==> src/hdl/sdwc_pkg.sv <==
package sdwc_pkg;

  // ==========================================================
  // filter geometry
  localparam int unsigned BIT_DIV     = 4;
  localparam int unsigned DIV_W       = 2;
  localparam int unsigned RATIO_W     = 9;
  localparam int unsigned RATIO_MIN   = 32;
  localparam int unsigned RATIO_MAX   = 256;
  localparam int unsigned CNT_W       = 16;
  localparam int unsigned ACC_W       = 17;
  localparam int unsigned OUT_W       = 16;

  // ==========================================================
  // sample qualification
  localparam int unsigned DISCARD_W   = 2;
  localparam logic [1:0]  DISCARD_CNT = 2'h2;

  // ==========================================================
  // reset values
  localparam logic [CNT_W-1:0] CNT_RST = 16'h0000;
  localparam logic [ACC_W-1:0] ACC_RST = 17'h0_0000;
  localparam logic [OUT_W-1:0] OUT_RST = 16'h0000;

endpackage

==> src/hdl/sdwc_sinc2_core.sv <==
`timescale 1ns/100ps
module sdwc_sinc2_core
  import sdwc_pkg::*;
#(
  parameter int unsigned AW = ACC_W
) (
  input  wire logic          clk_sys,     // system clock
  input  wire logic          resetn,      // async reset
  input  wire logic          soft_clear,  // sync clear
  input  wire logic          bit_tick,    // bit clock tick
  input  wire logic          bit_in,      // modulator bit
  input  wire logic          word_tick,   // word clock tick
  output logic [AW-1:0]      result,      // raw sinc2 value
  output logic               result_tick  // result updated
);

  // ==========================================================
  // double integrator at the bit rate, modulo arithmetic
  logic [AW-1:0] integ1;
  logic [AW-1:0] integ2;
  logic [AW-1:0] integ2_prev;
  logic [AW-1:0] diff1_prev;
  logic [AW-1:0] cur_diff1;
  logic [AW-1:0] cur_diff2;

  // ==========================================================
  // double differentiator at the word rate
  assign cur_diff1 = AW'(integ2 - integ2_prev);
  assign cur_diff2 = AW'(cur_diff1 - diff1_prev);

  always_ff @(posedge clk_sys or negedge resetn) begin
    if (!resetn) begin
      integ1      <= ACC_RST;
      integ2      <= ACC_RST;
      integ2_prev <= ACC_RST;
      diff1_prev  <= ACC_RST;
      result      <= ACC_RST;
      result_tick <= 1'b0;
    end else if (soft_clear) begin
      integ1      <= ACC_RST;
      integ2      <= ACC_RST;
      integ2_prev <= ACC_RST;
      diff1_prev  <= ACC_RST;
      result      <= ACC_RST;
      result_tick <= 1'b0;
    end else begin
      if (bit_tick) begin
        integ1 <= AW'(integ1 + {{(AW-1){1'b0}}, bit_in});
        integ2 <= AW'(integ2 + integ1);
      end
      result_tick <= word_tick;
      if (word_tick) begin
        integ2_prev <= integ2;
        diff1_prev  <= cur_diff1;
        result      <= cur_diff2;
      end
    end
  end

endmodule

==> src/hdl/sdwc_top.sv <==
// Operation
// - output equals an n-tap running sum of an n-tap running sum, n from 32 to 256.
// - two cascaded accumulators advance once per modulator bit.
// - two cascaded first differences run once per word clock.
// - results are unsigned, zero up to n squared minus one.
// - optional two's complement output, centred on zero.
// - bit clock is the data clock divided by four.
// - period counter makes the word clock, also driven out.
// - sample-ready raised at terminal count, with word clock falling.
// - counter period is four times the decimation ratio.
// - counter is sixteen bits, covering ratios up to 256.
// - compare threshold may change at any time while running.
// - duty cycle equals threshold over four times ratio.
// - zero threshold stops the word clock; integrators keep running.
// - first two results after threshold leaves zero are invalid.
// - first two results after input selection change are invalid.
`timescale 1ns/100ps
module sdwc_top
  import sdwc_pkg::*;
#(
  parameter int unsigned CW = CNT_W,
  parameter int unsigned AW = ACC_W,
  parameter int unsigned OW = OUT_W
) (
  input  wire logic               clk_sys,                      // system clock
  input  wire logic               resetn,                       // async reset
  input  wire logic               soft_clear,                   // sync clear
  input  wire logic               data_clk_en,                  // data clock tick
  input  wire logic               modulator_bit,                // comparator bit
  input  wire logic [RATIO_W-1:0] decimation_ratio,             // 32 to 256
  input  wire logic [CW-1:0]      word_clock_compare_threshold, // pwm compare
  input  wire logic               signed_format,                // two's complement
  input  wire logic               input_select_change,          // mux switched
  input  wire logic               sample_ack,                   // sample taken
  output logic [OW-1:0]           sample_data,                  // last result
  output logic                    sample_ready,                 // new result pulse
  output logic                    sample_pending,               // unread result
  output logic                    sample_valid,                 // result usable
  output logic                    sample_overrun,               // result lost
  output logic                    word_clock                    // pwm word clock
);

  // ==========================================================
  // ratio selection
  function automatic logic [RATIO_W-1:0] clamp_ratio(input logic [RATIO_W-1:0] r);
    if (r < RATIO_W'(RATIO_MIN)) begin
      return RATIO_W'(RATIO_MIN);
    end else if (r > RATIO_W'(RATIO_MAX)) begin
      return RATIO_W'(RATIO_MAX);
    end else begin
      return r;
    end
  endfunction

  logic [RATIO_W-1:0] ratio_sel;
  logic [CW-1:0]      period_req;

  assign ratio_sel  = clamp_ratio(decimation_ratio);
  assign period_req = CW'({ratio_sel, 2'b00});

  // ==========================================================
  // word timer
  logic          bit_tick;
  logic          word_tick;
  logic          restart;
  logic [CW-1:0] cur_period;
  logic          pwm_level;

  sdwc_word_timer #(
    .CW (CW)
  ) u_timer (
    .clk_sys     (clk_sys),
    .resetn      (resetn),
    .soft_clear  (soft_clear),
    .data_clk_en (data_clk_en),
    .period      (period_req),
    .threshold   (word_clock_compare_threshold),
    .bit_tick    (bit_tick),
    .word_tick   (word_tick),
    .restart     (restart),
    .cur_period  (cur_period),
    .pwm_out     (pwm_level)
  );

  // ==========================================================
  // sinc2 filter
  logic [AW-1:0] raw_result;
  logic          result_tick;

  sdwc_sinc2_core #(
    .AW (AW)
  ) u_core (
    .clk_sys     (clk_sys),
    .resetn      (resetn),
    .soft_clear  (soft_clear),
    .bit_tick    (bit_tick),
    .bit_in      (modulator_bit),
    .word_tick   (word_tick),
    .result      (raw_result),
    .result_tick (result_tick)
  );

  // ==========================================================
  // ratio of the word just closed
  logic [RATIO_W-1:0] word_ratio;
  logic [RATIO_W-1:0] next_word_ratio;
  logic               len_change;
  logic               next_len_change;

  assign next_word_ratio = RATIO_W'(cur_period >> 2);
  // unequal neighbouring words break the second difference
  assign next_len_change = (next_word_ratio != word_ratio);

  always_ff @(posedge clk_sys or negedge resetn) begin
    if (!resetn) begin
      len_change <= 1'b0;
    end else if (soft_clear) begin
      len_change <= 1'b0;
    end else if (word_tick) begin
      len_change <= next_len_change;
    end
  end

  always_ff @(posedge clk_sys or negedge resetn) begin
    if (!resetn) begin
      word_ratio <= RATIO_W'(RATIO_MIN);
    end else if (soft_clear) begin
      word_ratio <= RATIO_W'(RATIO_MIN);
    end else if (word_tick) begin
      word_ratio <= next_word_ratio;
    end
  end

  // ==========================================================
  // output formatting
  logic [AW-1:0] full_scale;
  logic [AW-1:0] half_scale;
  logic [AW-1:0] clamped;
  logic [AW-1:0] centred;
  logic [OW-1:0] next_data;

  // full scale is ratio squared; top code is one below it
  assign full_scale = AW'(AW'(word_ratio) * AW'(word_ratio));
  assign half_scale = AW'(full_scale >> 1);
  assign clamped    = (raw_result >= full_scale) ? AW'(full_scale - 1'b1)
                                                 : raw_result;
  assign centred    = AW'(clamped - half_scale);
  assign next_data  = signed_format ? centred[OW-1:0] : clamped[OW-1:0];

  // ==========================================================
  // result qualification
  logic [DISCARD_W-1:0] discard_cnt;
  logic [DISCARD_W-1:0] next_discard;
  logic                 invalidate;

  // restart or mux change reloads the count, even on a result cycle
  assign invalidate = restart || input_select_change;

  always_comb begin
    next_discard = discard_cnt;
    if (invalidate) begin
      next_discard = DISCARD_CNT;
    end else if (result_tick && (discard_cnt != '0)) begin
      next_discard = DISCARD_W'(discard_cnt - 1'b1);
    end
  end

  always_ff @(posedge clk_sys or negedge resetn) begin
    if (!resetn) begin
      discard_cnt <= DISCARD_CNT;
    end else if (soft_clear) begin
      discard_cnt <= DISCARD_CNT;
    end else begin
      discard_cnt <= next_discard;
    end
  end

  // ==========================================================
  // sample register and handshake
  logic next_pending;
  logic next_overrun;

  // a new result wins over an acknowledge in the same cycle
  assign next_pending = result_tick || (sample_pending && !sample_ack);
  assign next_overrun = (result_tick && sample_pending && !sample_ack) ||
                        (sample_overrun && !sample_ack);

  always_ff @(posedge clk_sys or negedge resetn) begin
    if (!resetn) begin
      sample_ready <= 1'b0;
    end else if (soft_clear) begin
      sample_ready <= 1'b0;
    end else begin
      sample_ready <= result_tick;
    end
  end

  always_ff @(posedge clk_sys or negedge resetn) begin
    if (!resetn) begin
      sample_pending <= 1'b0;
    end else if (soft_clear) begin
      sample_pending <= 1'b0;
    end else begin
      sample_pending <= next_pending;
    end
  end

  always_ff @(posedge clk_sys or negedge resetn) begin
    if (!resetn) begin
      sample_overrun <= 1'b0;
    end else if (soft_clear) begin
      sample_overrun <= 1'b0;
    end else begin
      sample_overrun <= next_overrun;
    end
  end

  always_ff @(posedge clk_sys or negedge resetn) begin
    if (!resetn) begin
      sample_data <= OUT_RST;
    end else if (soft_clear) begin
      sample_data <= OUT_RST;
    end else if (result_tick) begin
      sample_data <= next_data;
    end
  end

  always_ff @(posedge clk_sys or negedge resetn) begin
    if (!resetn) begin
      sample_valid <= 1'b0;
    end else if (soft_clear) begin
      sample_valid <= 1'b0;
    end else if (result_tick) begin
      sample_valid <= (discard_cnt == '0) && !invalidate && !len_change;
    end
  end

  // ==========================================================
  // word clock out
  always_ff @(posedge clk_sys or negedge resetn) begin
    if (!resetn) begin
      word_clock <= 1'b0;
    end else if (soft_clear) begin
      word_clock <= 1'b0;
    end else begin
      word_clock <= pwm_level;
    end
  end

endmodule

==> src/hdl/sdwc_word_timer.sv <==
`timescale 1ns/100ps
module sdwc_word_timer
  import sdwc_pkg::*;
#(
  parameter int unsigned CW = CNT_W
) (
  input  wire logic          clk_sys,      // system clock
  input  wire logic          resetn,       // async reset
  input  wire logic          soft_clear,   // sync clear
  input  wire logic          data_clk_en,  // data clock tick
  input  wire logic [CW-1:0] period,       // requested period
  input  wire logic [CW-1:0] threshold,    // requested compare
  output logic               bit_tick,     // bit clock tick
  output logic               word_tick,    // sample boundary
  output logic               restart,      // compare left zero
  output logic [CW-1:0]      cur_period,   // period in force
  output logic               pwm_out       // word clock level
);

  // ==========================================================
  // divide-by-four bit clock
  logic [DIV_W-1:0] div_cnt;
  logic [CW-1:0]    cnt;
  logic [CW-1:0]    cur_thr;
  logic             term;
  logic [CW-1:0]    next_cnt;
  logic [CW-1:0]    next_thr;

  assign bit_tick = data_clk_en && (div_cnt == DIV_W'(BIT_DIV - 1));

  // ==========================================================
  // period counter, compare buffered at terminal count
  assign term      = data_clk_en && (cnt == CNT_RST);
  assign next_cnt  = (cnt == CNT_RST) ? CW'(period - 1'b1) : CW'(cnt - 1'b1);
  assign next_thr  = (cnt == CNT_RST) ? threshold : cur_thr;
  assign word_tick = term && (cur_thr != CNT_RST);
  assign restart   = term && (cur_thr == CNT_RST) && (threshold != CNT_RST);

  always_ff @(posedge clk_sys or negedge resetn) begin
    if (!resetn) begin
      div_cnt    <= '0;
      cnt        <= CNT_RST;
      cur_thr    <= CNT_RST;
      cur_period <= CNT_RST;
      pwm_out    <= 1'b0;
    end else if (soft_clear) begin
      div_cnt    <= '0;
      cnt        <= CNT_RST;
      cur_thr    <= CNT_RST;
      cur_period <= CNT_RST;
      pwm_out    <= 1'b0;
    end else if (data_clk_en) begin
      div_cnt <= DIV_W'(div_cnt + 1'b1);
      cnt     <= next_cnt;
      cur_thr <= next_thr;
      if (term) begin
        cur_period <= period;
      end
      pwm_out <= (next_cnt < next_thr);
    end
  end

endmodule

==> config.mk <==
export PLATFORM = sky130hd
export DESIGN_NAME = sdwc_top
export DESIGN_NICKNAME = d
export VERILOG_FILES = /design/src/hdl/sdwc_pkg.sv /design/src/hdl/sdwc_sinc2_core.sv /design/src/hdl/sdwc_top.sv /design/src/hdl/sdwc_word_timer.sv
export SDC_FILE = /design/constraint.sdc
export NUM_CORES = 1
export LEC_CHECK = 0
export BUFFER_PORTS_ARGS = -buffer_cell sky130_fd_sc_hd__buf_4
export CORE_AREA = 2 2 196 179
export DETAILED_ROUTE_END_ITERATION = 16
export DIE_AREA = 0 0 198 181
export SLEW_MARGIN = 20
export SYNTH_ARGS = -nofsm -noshare
export SYNTH_HDL_FRONTEND = slang
export SYNTH_SLANG_ARGS = --single-unit
==> constraint.sdc <==
create_clock -name clk_sys -period 10 [get_ports clk_sys]
set_input_delay 1 -clock clk_sys [delete_from_list [all_inputs] [get_ports clk_sys]]
set_output_delay 1 -clock clk_sys [all_outputs]
set_load 0.01 [all_outputs]
; ---- After elaboration in Yosys (flattened, before gate mapping)
; Cells that the tools add are included.
[word_totals]
regBits = 165
input_bits = 33
out_inout_bits = 21
elab_cells = 111
[classes]
n_addsub = 10
multipliers = 1
magnitude_cmp = 4
n_eq_ne = 2
mux = 43
reduce_logical = 31
[ops]
columns = operator, n
row1 = 2-to-1 mux 17 bit, 10
row2 = 2-to-1 mux 16 bit, 10
row3 = 2-to-1 mux 9 bit, 4
row4 = subtractor 17 bit, 2
row5 = 2-to-1 mux 11 bit, 3
row6 = zero test 16 bit, 2
row7 = nonzero test 16 bit, 2
row8 = subtractor 16 x 1 -> 16 bit (second input constant), 2
row9 = adder 17 x 1 -> 17 bit, 1
row10 = adder 17 bit, 1
row11 = greater-or-equal comparator 17 bit, 1
row12 = multiplier 9 x 9 -> 17 bit, 1
row13 = < comparator 16 bit, 1
row14 = subtractor 16 bit, 1
row15 = logical AND 1 bit, 12
row16 = nonzero test 2 bit, 6
row17 = subtractor 11 x 1 -> 12 bit (second input constant), 1
row18 = 2-to-1 mux 1 bit, 11
row19 = 2-to-1 mux 2 bit, 5
row20 = greater-than comparator 9 bit (second input constant), 1
row21 = < comparator 9 x 6 -> 1 bit (second input constant), 1
row22 = != test 9 bit, 1
row23 = zero test 1 bit, 3
row24 = logical OR 1 bit, 3
row25 = other kinds (6), 6

; ---- Depth between registers and ports, before layout
; Gate-level depths: netlist (run 1).
[depth]
ltp_word = 10
depth_mapped = 40

; ---- Hierarchy
; Synthesis (run 1) repeated with hierarchy kept, for this count alone.
[hier_totals]
cells_unflattened = 1715
area_unflattened_um2 = 14880.5
[by_module_without_submodules]
columns = module, instances, cells_per_inst, area_each_um2
row1 = sdwc_sinc2_core, 1, 682, 6065.8
row2 = sdwc_top, 1, 637, 5361.4
row3 = sdwc_word_timer, 1, 396, 3453.3

; ---- Least setup slack after synthesis (run 1)
; OpenSTA, ideal clock, no wires.
[synth_path]
path_type = register to register
from = reg word_ratio[1]
to = reg sample_data[14]
arrival_ns = 8.816
t_required_ns = 9.874
slack_ns = 1.058
path_stages_with_launch = 37
synth_period_minus_slack_ns = 8.942
path_cell_list = dfrtp_1 -> clkbuf_1 -> and2_1 -> inv_1 -> fa_1 -> inv_1 -> fa_1 -> inv_1 -> fa_1 -> inv_1 -> fa_1 -> ha_1 -> and3_4 -> a2111oi_4 -> a211oi_1 -> nor2_1 -> inv_1 -> ha_1 -> nand2_1 -> o21ai_0 -> a211o_1 -> a31o_1 -> o31ai_4 -> nand3_2 -> a311oi_4 -> buf_6 -> mux2_2 -> ha_1 -> nor2b_1 -> o21ai_0 -> a21boi_0 -> o221ai_1 -> o21ai_0 -> o31a_1 -> mux2i_1 -> a2111o_1 -> o311a_1
[synth_via]
elab_chain_cells = 7
word_cells_on_any_way = 8
classes_between = 2 x add/sub / 1 x mul / 1 x order compare / 4 x mux
[synth_lines]
columns = item, line_no
row1 = start: declaration, sdwc_top.sv:105  ; logic [RATIO_W-1:0] word_ratio;
row2 = start signal: assignment, sdwc_top.sv:126  ; word_ratio <= RATIO_W'(RATIO_MIN);
row3 = start signal: assignment, sdwc_top.sv:128  ; word_ratio <= RATIO_W'(RATIO_MIN);
row4 = start signal: assignment, sdwc_top.sv:130  ; word_ratio <= next_word_ratio;
row5 = multiplier 9 x 9 -> 17 bit (*), sdwc_top.sv:143  ; assign full_scale = AW'(AW'(word_ratio) * AW'(word_ratio));
row6 = subtractor 16 x 1 -> 16 bit or greater-or-equal comparator 17 bit (tied branches), sdwc_top.sv:145  ; assign clamped = (raw_result >= full_scale) ? AW'(full_scale - 1'b1)
row7 = 2-to-1 mux 16 bit, sdwc_top.sv:145
row8 = subtractor 16 bit, sdwc_top.sv:147  ; assign centred = AW'(clamped - half_scale);
row9 = 2-to-1 mux 16 bit (*), sdwc_top.sv:148  ; assign next_data = signed_format ? centred[OW-1:0] : clamped[OW-1:0];
row10 = 2-to-1 mux 16 bit (*), sdwc_top.sv:223  ; end else if (result_tick) begin
row11 = 2-to-1 mux 16 bit (*), sdwc_top.sv:221  ; end else if (soft_clear) begin
row12 = end signal: assignment, sdwc_top.sv:224  ; sample_data <= next_data;
row13 = end: declaration, sdwc_top.sv:35  ; output logic [OW-1:0] sample_data,
; Mark *: on every way between the ends. The rest lies on a longest branch, timed or not. The select of a mux whose other input is x is not followed.
; A chain may end at the register's enable or synchronous reset.

; ---- Worst setup path after layout (run 1)
[layout_path]
from = reg word_ratio[5]
to = reg sample_data[14]
; The elaborated chain is that of the path after synthesis.

==> results.json, run 1 <==
{
  "dr.pass1.iters": 5,
  "setup.worst_path.class": "reg -> reg",
  "layout_common_cells": "sky130_fd_sc_hd__nand2_1 (245), sky130_fd_sc_hd__dfrtp_1 (160), sky130_fd_sc_hd__a21oi_1 (155), sky130_fd_sc_hd__nor2_1 (143)",
  "yosys_register_bits": 163,
  "cell_count_after_synthesis": 1634,
  "power.switching_w": 0.00103,
  "outcome": "finished clean",
  "stdcell_area_um2": 15100,
  "syn-num-nets": 1835,
  "layout_worst_path_cycle_share_pct": 92.7,
  "met2RoutedLength_mm": 14.7,
  "areaGrowthSynthToFinish_pct": 10.4,
  "max_cap_violations": 0,
  "leakage_nw": 6.91,
  "cp-start-kind": "flip-flop",
  "swShare_pct": 39.4,
  "maximum_frequency_from_static_timing_analysis_mhz": 108,
  "total_die_area_um2": 35800,
  "io_buffer_count": 53,
  "slew_headroom_pct": 31.6,
  "initial_utilization_pct": 40.6,
  "drtIter0Drc": 588,
  "post_place_cell_area_um2": 14500,
  "layout-drive-gt1-share_pct": 8.75,
  "grt_start_max_net_pins": 92,
  "ctsLongestPathBuffers": 2,
  "final.setup_skew_ns": 0.0117,
  "hold_class": "reg -> reg",
  "synth-edff-count": 0,
  "worst_skew_pair.late_latency_ns": 0.45,
  "postSynth.asyncResetShare_pct": 100,
  "max_slew.worst_pin.slew_ns": 1.03,
  "cp.arrival_ns": 9.60,
  "worstPathMaxFanout": 13,
  "power_report.internal_total_w": 0.00159,
  "root_buffer": "sky130_fd_sc_hd__clkbuf_16",
  "hpwlAfterDp_mm": 24.2,
  "design.core.area_um2": 33700,
  "clkSinkCount": 163,
  "pwr-share-comb_pct": 45.6,
  "max_stage_delay_ns": 0.67,
  "grt_setup_unrepaired": "false",
  "rr_startpoint": "word_ratio[5]$_DFFE_PN1P_",
  "final_setup_violating_endpoints": 0,
  "fin_tns_setup_ns": 0,
  "cts_buffers": 17,
  "worst_r2r_endpoint": "sample_data[14]$_DFFE_PN0P_",
  "filler_cell_count": 3308,
  "primary_ff_master_synth": "sky130_fd_sc_hd__dfrtp_1",
  "gp_weighted_congestion": 0.842,
  "power.clock.fraction_pct": 25.7,
  "dr_total_vias": 11300,
  "r2r_setup_slack_ns": 0.73,
  "drc": 0,
  "instances_no_fill": 2130,
  "final_common_cell": "sky130_fd_sc_hd__nand2_1",
  "gr-usage-all-layers_pct": 19.3,
  "cts.htree.levels": 4,
  "r2r_cells": 33,
  "cts_tree": "done",
  "min_from": "len_change$_DFFE_PN0P_",
  "grt_pass1_vias": 11400,
  "final_nets": 1856,
  "peakVddDrop_uv": 145,
  "worstPathRequired_ns": 10.33,
  "final_period_minus_worst_setup_slack_ns": 9.27,
  "n_antenna_cell": 0,
  "grt_overflow_total": 0,
  "final-hold-violation-count": 0,
  "placed_cells_incl_taps": 2096,
  "routed_via_density": 5.32,
  "pwr_density_cell_nw_per_um2": 174,
  "hold-path-cell-count": 1,
  "finalMaxSlewViolations": 0,
  "top_layer_used": "met4",
  "synth_area_um2": 13700,
  "share_seq_of_total_power_pct": 28.7,
  "min_delay_worst_endpoint": "sample_valid$_DFFE_PN0P_",
  "synth.lib_cells_used.distinct": 81,
  "final_antenna_net_count": 0,
  "chipWidth_um": 198,
  "cpMaxStageDelayCell": "sky130_fd_sc_hd__dfstp_2",
  "floorplan.die.height_um": 181,
  "met1Wirelength_mm": 16.4,
  "grt_antenna_before_repair": 0,
  "met3WireLength_um": 949,
  "whs_ns": 0.504,
  "drt_wl_total_mm": 32.8,
  "timing.critical_path.to_type": "flip-flop",
  "synth_area_per_cell_um2": 8.38,
  "sequential_fraction_of_the_synthesis_area_pct": 29.8,
  "top_level_ports": 54,
  "synthesis.yosys.warnings": 0,
  "cts.hold.buffers_added": 0,
  "path_clk_slew_ns": 0.07,
  "grt_pass1_wl_mm": 56.5,
  "wl_per_cell_um": 15.4,
  "rows": 64
}
## worst max-delay path, delay by kind of cell (launching register included)
family	cells	cell delay, ns
buf+inv	5	0.55
flops	1	0.67
compound gates	13	3.57
mux	2	0.49
fa+ha+maj	7	3.01
simple gates	6	0.84
## metal layers
layer  up-vias  track usage, %
met4         0            6.08
met5         -               0
met3        36            2.84
met1      5414            27.0
li1       5711               -
met2       179            30.8
## metrics by stage
| step | util (%) | worst slack [ns] | power (W) |
|---|---|---|---|
| 3_5_place_dp | 43.1 | 0.569 | 0.00195 |
| 3_3_place_gp | 43.1 | 0.818 | 0.00192 |
| 5_1_grt | 44.9 | 0.121 | 0.00282 |
| 2_1_floorplan | - | 1.06 | 0.00168 |
| 6_report | 44.9 | 0.731 | 0.00263 |
| 4_1_cts | 44.8 | 0.545 | 0.00263 |
## flip-flops by register name, summed over array words and instances, names as in the netlist, 2 cells and up
signal              cells
u_core.integ1          17
u_timer.cur_thr        16
u_core.integ2_prev     17
u_timer.cur_period      9
discard_cnt             2
word_ratio              9
u_core.integ2          17
u_timer.cnt            16
u_timer.div_cnt         2
u_core.diff1_prev      17
u_core.result          17
sample_data            16
## power by group through the flow
stage,Combinational (W),Clock [W],Sequential [W]
after detailed placement,0.00118,0,0.000765
after global placement,0.00116,0,0.000764
after global routing,0.00134,0.000717,0.000761
after CTS,0.00119,0.000692,0.000753
final,0.00120,0.000675,0.000754
after floorplan,0.000935,0,0.000749
## worst max path at each step
stage | start | to | slack (ns) | cells past startpoint
after global placement | word_ratio[0]$_DFFE_PN0P_ | sample_data[14]$_DFFE_PN0P_ | 0.82 | 33
after global routing | word_ratio[5]$_DFFE_PN1P_ | sample_data[12]$_DFFE_PN0P_ | 0.12 | 33
after floorplan | word_ratio[1]$_DFFE_PN0P_ | sample_data[14]$_DFFE_PN0P_ | 1.06 | 36
after detailed placement | word_ratio[0]$_DFFE_PN0P_ | sample_data[15]$_DFFE_PN0P_ | 0.57 | 34
after CTS | word_ratio[0]$_DFFE_PN0P_ | sample_data[12]$_DFFE_PN0P_ | 0.54 | 32
final | word_ratio[5]$_DFFE_PN1P_ | sample_data[14]$_DFFE_PN0P_ | 0.73 | 33
## area by class of cell
| cell class | instances | area, µm² | area share [%] |
|---|---|---|---|
| inverters | 132 | 495 | 3.28 |
| clock buffers | 20 | 467 | 3.08 |
| clock inverters | 12 | 119 | 0.786 |
| repair buffers | 66 | 499 | 3.30 |
| flip-flops and latches | 163 | 4080 | 27.0 |
| multi-input cells | 1275 | 8890 | 58.7 |
| well taps | 462 | 578 | 3.82 |
## synthesized netlist by cell type, drive strengths merged, types with 5 or more instances
| master | count | area share [%] |
|---|---|---|
| clkbuf | 56 | 1.5 |
| nand3 | 26 | 0.99 |
| xor2 | 29 | 1.9 |
| a21oi | 155 | 5.7 |
| o21a | 13 | 0.71 |
| dfrtp | 161 | 29 |
| o31ai | 12 | 0.76 |
| buf | 8 | 0.30 |
| or3 | 18 | 0.82 |
| a31oi | 11 | 0.50 |
| a21boi | 5 | 0.27 |
| and2 | 28 | 1.3 |
| nand4 | 12 | 0.55 |
| a211oi | 26 | 1.5 |
| nor4 | 15 | 0.73 |
| o21bai | 5 | 0.27 |
| and3 | 16 | 0.77 |
| nand2b | 9 | 0.41 |
| xnor2 | 66 | 4.2 |
| nor2 | 145 | 4.0 |
| a2111oi | 8 | 0.79 |
| a221o | 8 | 0.58 |
| ha | 132 | 12 |
| o211ai | 9 | 0.49 |
| a21o | 20 | 1.1 |
| o21ai | 56 | 2.0 |
| nor2b | 17 | 0.78 |
| or4 | 7 | 0.41 |
| mux2 | 16 | 1.3 |
| fa | 36 | 5.3 |
| mux2i | 33 | 2.4 |
| nor3 | 34 | 1.3 |
| or2 | 7 | 0.32 |
| nand2 | 245 | 6.7 |
| inv | 132 | 3.6 |
## timing repair
action / 4_1_cts / 5_1_grt
resized for setup: 0 / 1
setup buffers: 0 / 2
setup endpoints to repair: 0 / 3
## kinds of logic (layout without fill, tap and decap cells)
group	Yosys count	count (layout)	share of synthesized area (%)
AO/OA/AOI/OAI	372	372	17.9
adder cells (fa/ha/maj)	168	168	17.3
multiplexers	49	49	3.73
XOR/XNOR	95	95	6.07
AND/OR/NAND/NOR	591	591	19.8
buffers and inverters	196	230	5.45
flip-flops	163	163	29.8
No activity file was read; power rests on OpenSTA's default activity.
==> run 2, diff against run 1 <==
--- a/config.mk
+++ b/config.mk
@@ -6,9 +6,9 @@
 export NUM_CORES = 1
 export LEC_CHECK = 0
 export BUFFER_PORTS_ARGS = -buffer_cell sky130_fd_sc_hd__buf_4
-export CORE_AREA = 2 2 196 179
+export CORE_AREA = 2 2 192 175
 export DETAILED_ROUTE_END_ITERATION = 16
-export DIE_AREA = 0 0 198 181
+export DIE_AREA = 0 0 194 177
 export SLEW_MARGIN = 20
 export SYNTH_ARGS = -nofsm -noshare
 export SYNTH_HDL_FRONTEND = slang
==> run 2 against run 1 <==
Net effect:
- final cell count down 1.9%
- combinational power is essentially flat
- final area is 0.11% lower
- sequential power hardly changed
- global-route usage rose by 0.38 points
- sequential share of layout area is essentially flat
- critical endpoint is now sample_data[15]$_DFFE_PN0P_
==> results.json, run 2 (same netlist as run 1, synthesis figures left out) <==
{
  "worstPathRequired_ns": 10.30,
  "floorplan.die.height_um": 177,
  "report.power.total_w": 0.00267,
  "swShare_pct": 39.0,
  "filler_cell_count": 3181,
  "worstPathMaxFanout": 13,
  "layout-drive-gt1-share_pct": 8.69,
  "final_nets": 1856,
  "max_slew.worst_pin.slew_ns": 0.934,
  "setup.worst_path.class": "reg -> reg",
  "finalMaxSlewViolations": 0,
  "cts_tree": "done",
  "power_report.internal_total_w": 0.00163,
  "r2r_cells": 34,
  "drc": 0,
  "drt_wl_total_mm": 32.6,
  "final_common_cell": "sky130_fd_sc_hd__nand2_1",
  "pwr_density_cell_nw_per_um2": 177,
  "io_buffer_count": 53,
  "outcome": "finished clean",
  "layout_common_cells": "sky130_fd_sc_hd__nand2_1 (245), sky130_fd_sc_hd__dfrtp_1 (160), sky130_fd_sc_hd__a21oi_1 (155), sky130_fd_sc_hd__nor2_1 (143)",
  "clkSinkCount": 163,
  "design.core.area_um2": 32500,
  "multiInputGateArea_um2": 8890,
  "rr_startpoint": "word_ratio[5]$_DFFE_PN1P_",
  "final_period_minus_worst_setup_slack_ns": 9.40,
  "dr_total_vias": 11400,
  "rows": 63,
  "grt_antenna_before_repair": 0,
  "sequential_cell_area_um2": 4080,
  "power.clock.fraction_pct": 26.6,
  "r2r_setup_slack_ns": 0.60,
  "slew_headroom_pct": 37.6,
  "areaGrowthSynthToFinish_pct": 10.3,
  "timing.critical_path.to_type": "flip-flop",
  "grt_pass1_wl_mm": 55.8,
  "final.setup_skew_ns": 0.00987,
  "pwr-share-comb_pct": 45.1,
  "grt_start_max_net_pins": 90,
  "cp.arrival_ns": 9.70,
  "cp-start-kind": "flip-flop",
  "worstSetupStartpoint": "word_ratio[5]$_DFFE_PN1P_",
  "worst_r2r_endpoint": "sample_data[15]$_DFFE_PN0P_",
  "power.switching_w": 0.00104,
  "peakVddDrop_uv": 137,
  "dr.pass1.iters": 5,
  "max_cap_violations": 0,
  "maximum_frequency_from_static_timing_analysis_mhz": 106,
  "hpwlAfterDp_mm": 24.1,
  "chipWidth_um": 194,
  "top_level_ports": 54,
  "grt_pass1_vias": 11200,
  "share_seq_of_total_power_pct": 28.3,
  "ctsLongestPathBuffers": 2,
  "grt_setup_unrepaired": "false",
  "final-hold-violation-count": 0,
  "final_antenna_net_count": 0,
  "layout_worst_path_cycle_share_pct": 94.0,
  "total_die_area_um2": 34300,
  "wl_per_cell_um": 15.6,
  "drtIter0Drc": 724,
  "initial_utilization_pct": 42.2,
  "routed_via_density": 5.44,
  "root_buffer": "sky130_fd_sc_hd__clkbuf_16",
  "hold_class": "reg -> reg",
  "worst_setup_path_endpoint": "sample_data[15]$_DFFE_PN0P_",
  "gr-usage-all-layers_pct": 19.7,
  "layout.core_utilization_pct": 46.5,
  "max_stage_delay_ns": 0.67,
  "path_clk_slew_ns": 0.07,
  "cpMaxStageDelayCell": "sky130_fd_sc_hd__dfstp_2",
  "n_antenna_cell": 0,
  "fin_tns_setup_ns": 0,
  "cts.htree.levels": 4,
  "cts_buffers": 17,
  "grt_overflow_total": 0,
  "final_setup_violating_endpoints": 0,
  "worst_skew_pair.late_latency_ns": 0.45,
  "gp_weighted_congestion": 0.833,
  "leakage_nw": 6.92
}
## run 2: changes by cell type in the layout (fill, tap and decap cells not counted), sizes merged
cell    change
clkinv      -1
bufinv      +2
clkbuf      -1
## run 2: area by class of cell
type                       count  area share (%)
multi-input combinational   1275            58.8
timing repair buffer          66            3.33
sequential                   163            27.0
clock buffer                  19            2.93
clock inverter                13            1.14
inverter                     132            3.28
tap                          422            3.49
## run 2: how the worst min path moves through the flow
| stage | startpoint | to | slack [ns] | cells past startpoint |
|---|---|---|---|---|
| 2_1_floorplan | len_change$_DFFE_PN0P_ | sample_valid$_DFFE_PN0P_ | 0.44 | 1 |
| 3_3_place_gp | sample_valid$_DFFE_PN0P_ | sample_valid$_DFFE_PN0P_ | 0.49 | 2 |
| 3_5_place_dp | sample_valid$_DFFE_PN0P_ | sample_valid$_DFFE_PN0P_ | 0.49 | 2 |
| 4_1_cts | len_change$_DFFE_PN0P_ | sample_valid$_DFFE_PN0P_ | 0.51 | 1 |
| 5_1_grt | len_change$_DFFE_PN0P_ | sample_valid$_DFFE_PN0P_ | 0.52 | 1 |
| 6_report | len_change$_DFFE_PN0P_ | sample_valid$_DFFE_PN0P_ | 0.50 | 1 |
## run 2: routing by layer
layer / GRT usage (%) / up-vias / part of all wire [%]
li1: - / 5716 / -
met1: 27.2 / 5466 / 50
met2: 32.5 / 156 / 46
met3: 2.32 / 26 / 2.5
met4: 6.06 / 0 / 1.7
met5: 0 / - / 0
## run 2: power groups by stage
stage	Sequential, W	Combinational (W)	Clock, W
3_3_place_gp	0.000765	0.00116	0
2_1_floorplan	0.000749	0.000935	0
5_1_grt	0.000761	0.00136	0.000753
3_5_place_dp	0.000766	0.00119	0
4_1_cts	0.000754	0.00119	0.000729
6_report	0.000755	0.00120	0.000712
## run 2: critical path: cells and delay by family, from the launching register on
family | cells | cell delay [ns]
adder cells (fa/ha/maj) | 7 | 3.02
flip-flops | 1 | 0.67
buffers and inverters | 5 | 0.58
XOR/XNOR | 1 | 0.18
AND/OR/NAND/NOR | 7 | 1.05
AO/OA/AOI/OAI | 12 | 3.14
multiplexers | 2 | 0.62
## run 2: timing repair
| action | CTS | global route |
|---|---|---|
| buffers inserted | 0 | 2 |
| endpoints found under the setup margin | 0 | 3 |
| hold buffers | 0 | 0 |
| gates resized for setup | 0 | 2 |
## run 2: per-stage QoR
step,instance area [µm²],hold WS [ns],std cells,worst slack (ns)
4_1_cts,15100,0.506,2088,0.448
5_1_grt,15100,0.523,2090,0.0430
2_1_floorplan,13700,0.436,1634,1.06
6_report,15100,0.501,2090,0.597
3_5_place_dp,14500,0.488,2056,0.439
3_3_place_gp,14500,0.491,2056,0.767
==> run 3, diff against run 2 <==
--- a/config.mk
+++ b/config.mk
@@ -6,9 +6,10 @@
 export NUM_CORES = 1
 export LEC_CHECK = 0
 export BUFFER_PORTS_ARGS = -buffer_cell sky130_fd_sc_hd__buf_4
-export CORE_AREA = 2 2 192 175
+export CORE_AREA = 2 2 170 155
 export DETAILED_ROUTE_END_ITERATION = 16
-export DIE_AREA = 0 0 194 177
+export DIE_AREA = 0 0 172 157
+export PLACE_DENSITY = 0.72
 export SLEW_MARGIN = 20
 export SYNTH_ARGS = -nofsm -noshare
 export SYNTH_HDL_FRONTEND = slang
==> run 3 against run 2 <==
Net effect:
- hold slack got worse by 0.012 ns
- core utilization increased by 13 points
- total power decreased by 2.0%
==> results.json, run 3 (same netlist as run 1, synthesis figures left out) <==
{
  "outcome": "finished clean",
  "peakVddDrop_uv": 133,
  "dr.pass1.iters": 5,
  "rows": 55,
  "path_clk_slew_ns": 0.07,
  "slew_headroom_pct": 36.5,
  "final_setup_violating_endpoints": 0,
  "worst_skew_pair.late_latency_ns": 0.43,
  "placed_cells_incl_taps": 1975,
  "timing.critical_path.to_type": "flip-flop",
  "cts.htree.levels": 4,
  "grt_setup_unrepaired": "false",
  "grt_start_max_net_pins": 100,
  "clkSinkCount": 163,
  "root_buffer": "sky130_fd_sc_hd__clkbuf_16",
  "max_slew.worst_pin.slew_ns": 0.950,
  "r2r_cells": 35,
  "hpwlAfterDp_mm": 23.1,
  "final_nets": 1854,
  "ctsLongestPathBuffers": 2,
  "dr_total_vias": 11400,
  "worstSetupStartpoint": "word_ratio[1]$_DFFE_PN0P_",
  "hold_class": "reg -> reg",
  "max_stage_delay_ns": 0.59,
  "floorplan.die.height_um": 157,
  "worstPathMaxFanout": 16,
  "gr-usage-all-layers_pct": 24.5,
  "final_period_minus_worst_setup_slack_ns": 9.28,
  "grt_antenna_before_repair": 0,
  "chipWidth_um": 172,
  "cp_common_cell": "sky130_fd_sc_hd__inv_1",
  "report.power.total_w": 0.00262,
  "areaGrowthSynthToFinish_pct": 9.20,
  "cts_buffers": 17,
  "layout-drive-gt1-share_pct": 8.59,
  "pwr_density_cell_nw_per_um2": 175,
  "final.setup_skew_ns": 0.0125,
  "whs_ns": 0.489,
  "cp-start-kind": "flip-flop",
  "multiInputGateArea_um2": 8890,
  "worst_r2r_endpoint": "sample_data[14]$_DFFE_PN0P_",
  "n_antenna_cell": 0,
  "instances_no_fill": 2007,
  "filler_cell_count": 2261,
  "min_from": "len_change$_DFFE_PN0P_",
  "total_die_area_um2": 27000,
  "routed_via_density": 5.70,
  "drtIter0Drc": 682,
  "cts.hold.buffers_added": 0,
  "hold-path-cell-count": 1,
  "design.core.area_um2": 25000,
  "layout_worst_path_cycle_share_pct": 92.8,
  "r2r_setup_slack_ns": 0.72,
  "io_buffer_count": 53,
  "post-place-ws_ns": 0.399,
  "max_cap_violations": 0,
  "worstPathRequired_ns": 10.32,
  "layout_common_cells": "sky130_fd_sc_hd__nand2_1 (245), sky130_fd_sc_hd__dfrtp_1 (159), sky130_fd_sc_hd__a21oi_1 (155), sky130_fd_sc_hd__nor2_1 (143)",
  "min_delay_worst_endpoint": "sample_valid$_DFFE_PN0P_",
  "maximum_frequency_from_static_timing_analysis_mhz": 108,
  "final_antenna_net_count": 0,
  "finalMaxSlewViolations": 0,
  "top_level_ports": 54,
  "setup_slack_ns": 0.723,
  "wl_per_cell_um": 15.7,
  "leakage_nw": 6.90,
  "grt_pass1_wl_mm": 53.6,
  "setup.worst_path.class": "reg -> reg",
  "fin_tns_setup_ns": 0,
  "initial_utilization_pct": 54.7,
  "gp_weighted_congestion": 0.868,
  "grt_overflow_total": 0,
  "grt_pass1_vias": 11100,
  "cts_tree": "done",
  "cpMaxStageDelayCell": "sky130_fd_sc_hd__fa_1",
  "drt_wl_total_mm": 31.4,
  "cp.arrival_ns": 9.59,
  "rr_startpoint": "word_ratio[1]$_DFFE_PN0P_",
  "sequential_cell_area_um2": 4080,
  "drc": 0,
  "final-hold-violation-count": 0,
  "final_common_cell": "sky130_fd_sc_hd__nand2_1"
}
run 3: final cells by class:
type	count	area share, %
clock buffer	19	2.96
clock inverter	12	0.836
inverter	132	3.31
multi-input combinational	1275	59.4
sequential	163	27.3
tap	342	2.86
timing repair buffer	64	3.32
run 3: stage by stage:
stage               cell area (µm²)  utilization [%]
finish                        15000             59.7
global route                  15000             59.7
CTS                           14900             59.6
detailed placement            14400             57.3
global placement              14400             57.3
floorplan                     13700                -
run 3: how the worst max path moves through the flow:
stage                                  end  slack (ns)  depth (start not counted)
3_5_place_dp   sample_data[15]$_DFFE_PN0P_        0.40                         35
4_1_cts        sample_data[14]$_DFFE_PN0P_        0.38                         33
6_report       sample_data[14]$_DFFE_PN0P_        0.72                         35
2_1_floorplan  sample_data[14]$_DFFE_PN0P_        1.06                         36
5_1_grt        sample_data[12]$_DFFE_PN0P_        0.16                         35
3_3_place_gp   sample_data[14]$_DFFE_PN0P_        0.72                         34
run 3: metal layers:
layer  GRT usage [%]  wire length, µm  part of all wire, %  vias up
met3            3.82             1330                  4.2       33
met1            34.7            15200                   48     5478
met5               0                0                    0        -
met4            5.48              366                  1.2        0
li1                -                -                    -     5707
met2            39.9            14500                   46      215
run 3: power by group:
group	internal [W]	switching, W	total [W]
Clock	0.000355	0.000297	0.000651
Combinational	0.000527	0.000686	0.00121
Sequential	0.000703	0.0000507	0.000754
run 3: timing repair:
action                                  CTS  global route
gates resized for setup                   0             3
endpoints found under the setup margin    0             4
setup buffers                             0             1
run 3: critical path, delay by kind of cell (launching register included):
family                   cells  cell delay [ns]
AO/OA/AOI/OAI               14             3.66
adder cells (fa/ha/maj)      7             3.02
AND/OR/NAND/NOR              6             1.01
flip-flops                   1             0.53
buffers and inverters        6             0.52
multiplexers                 2             0.43
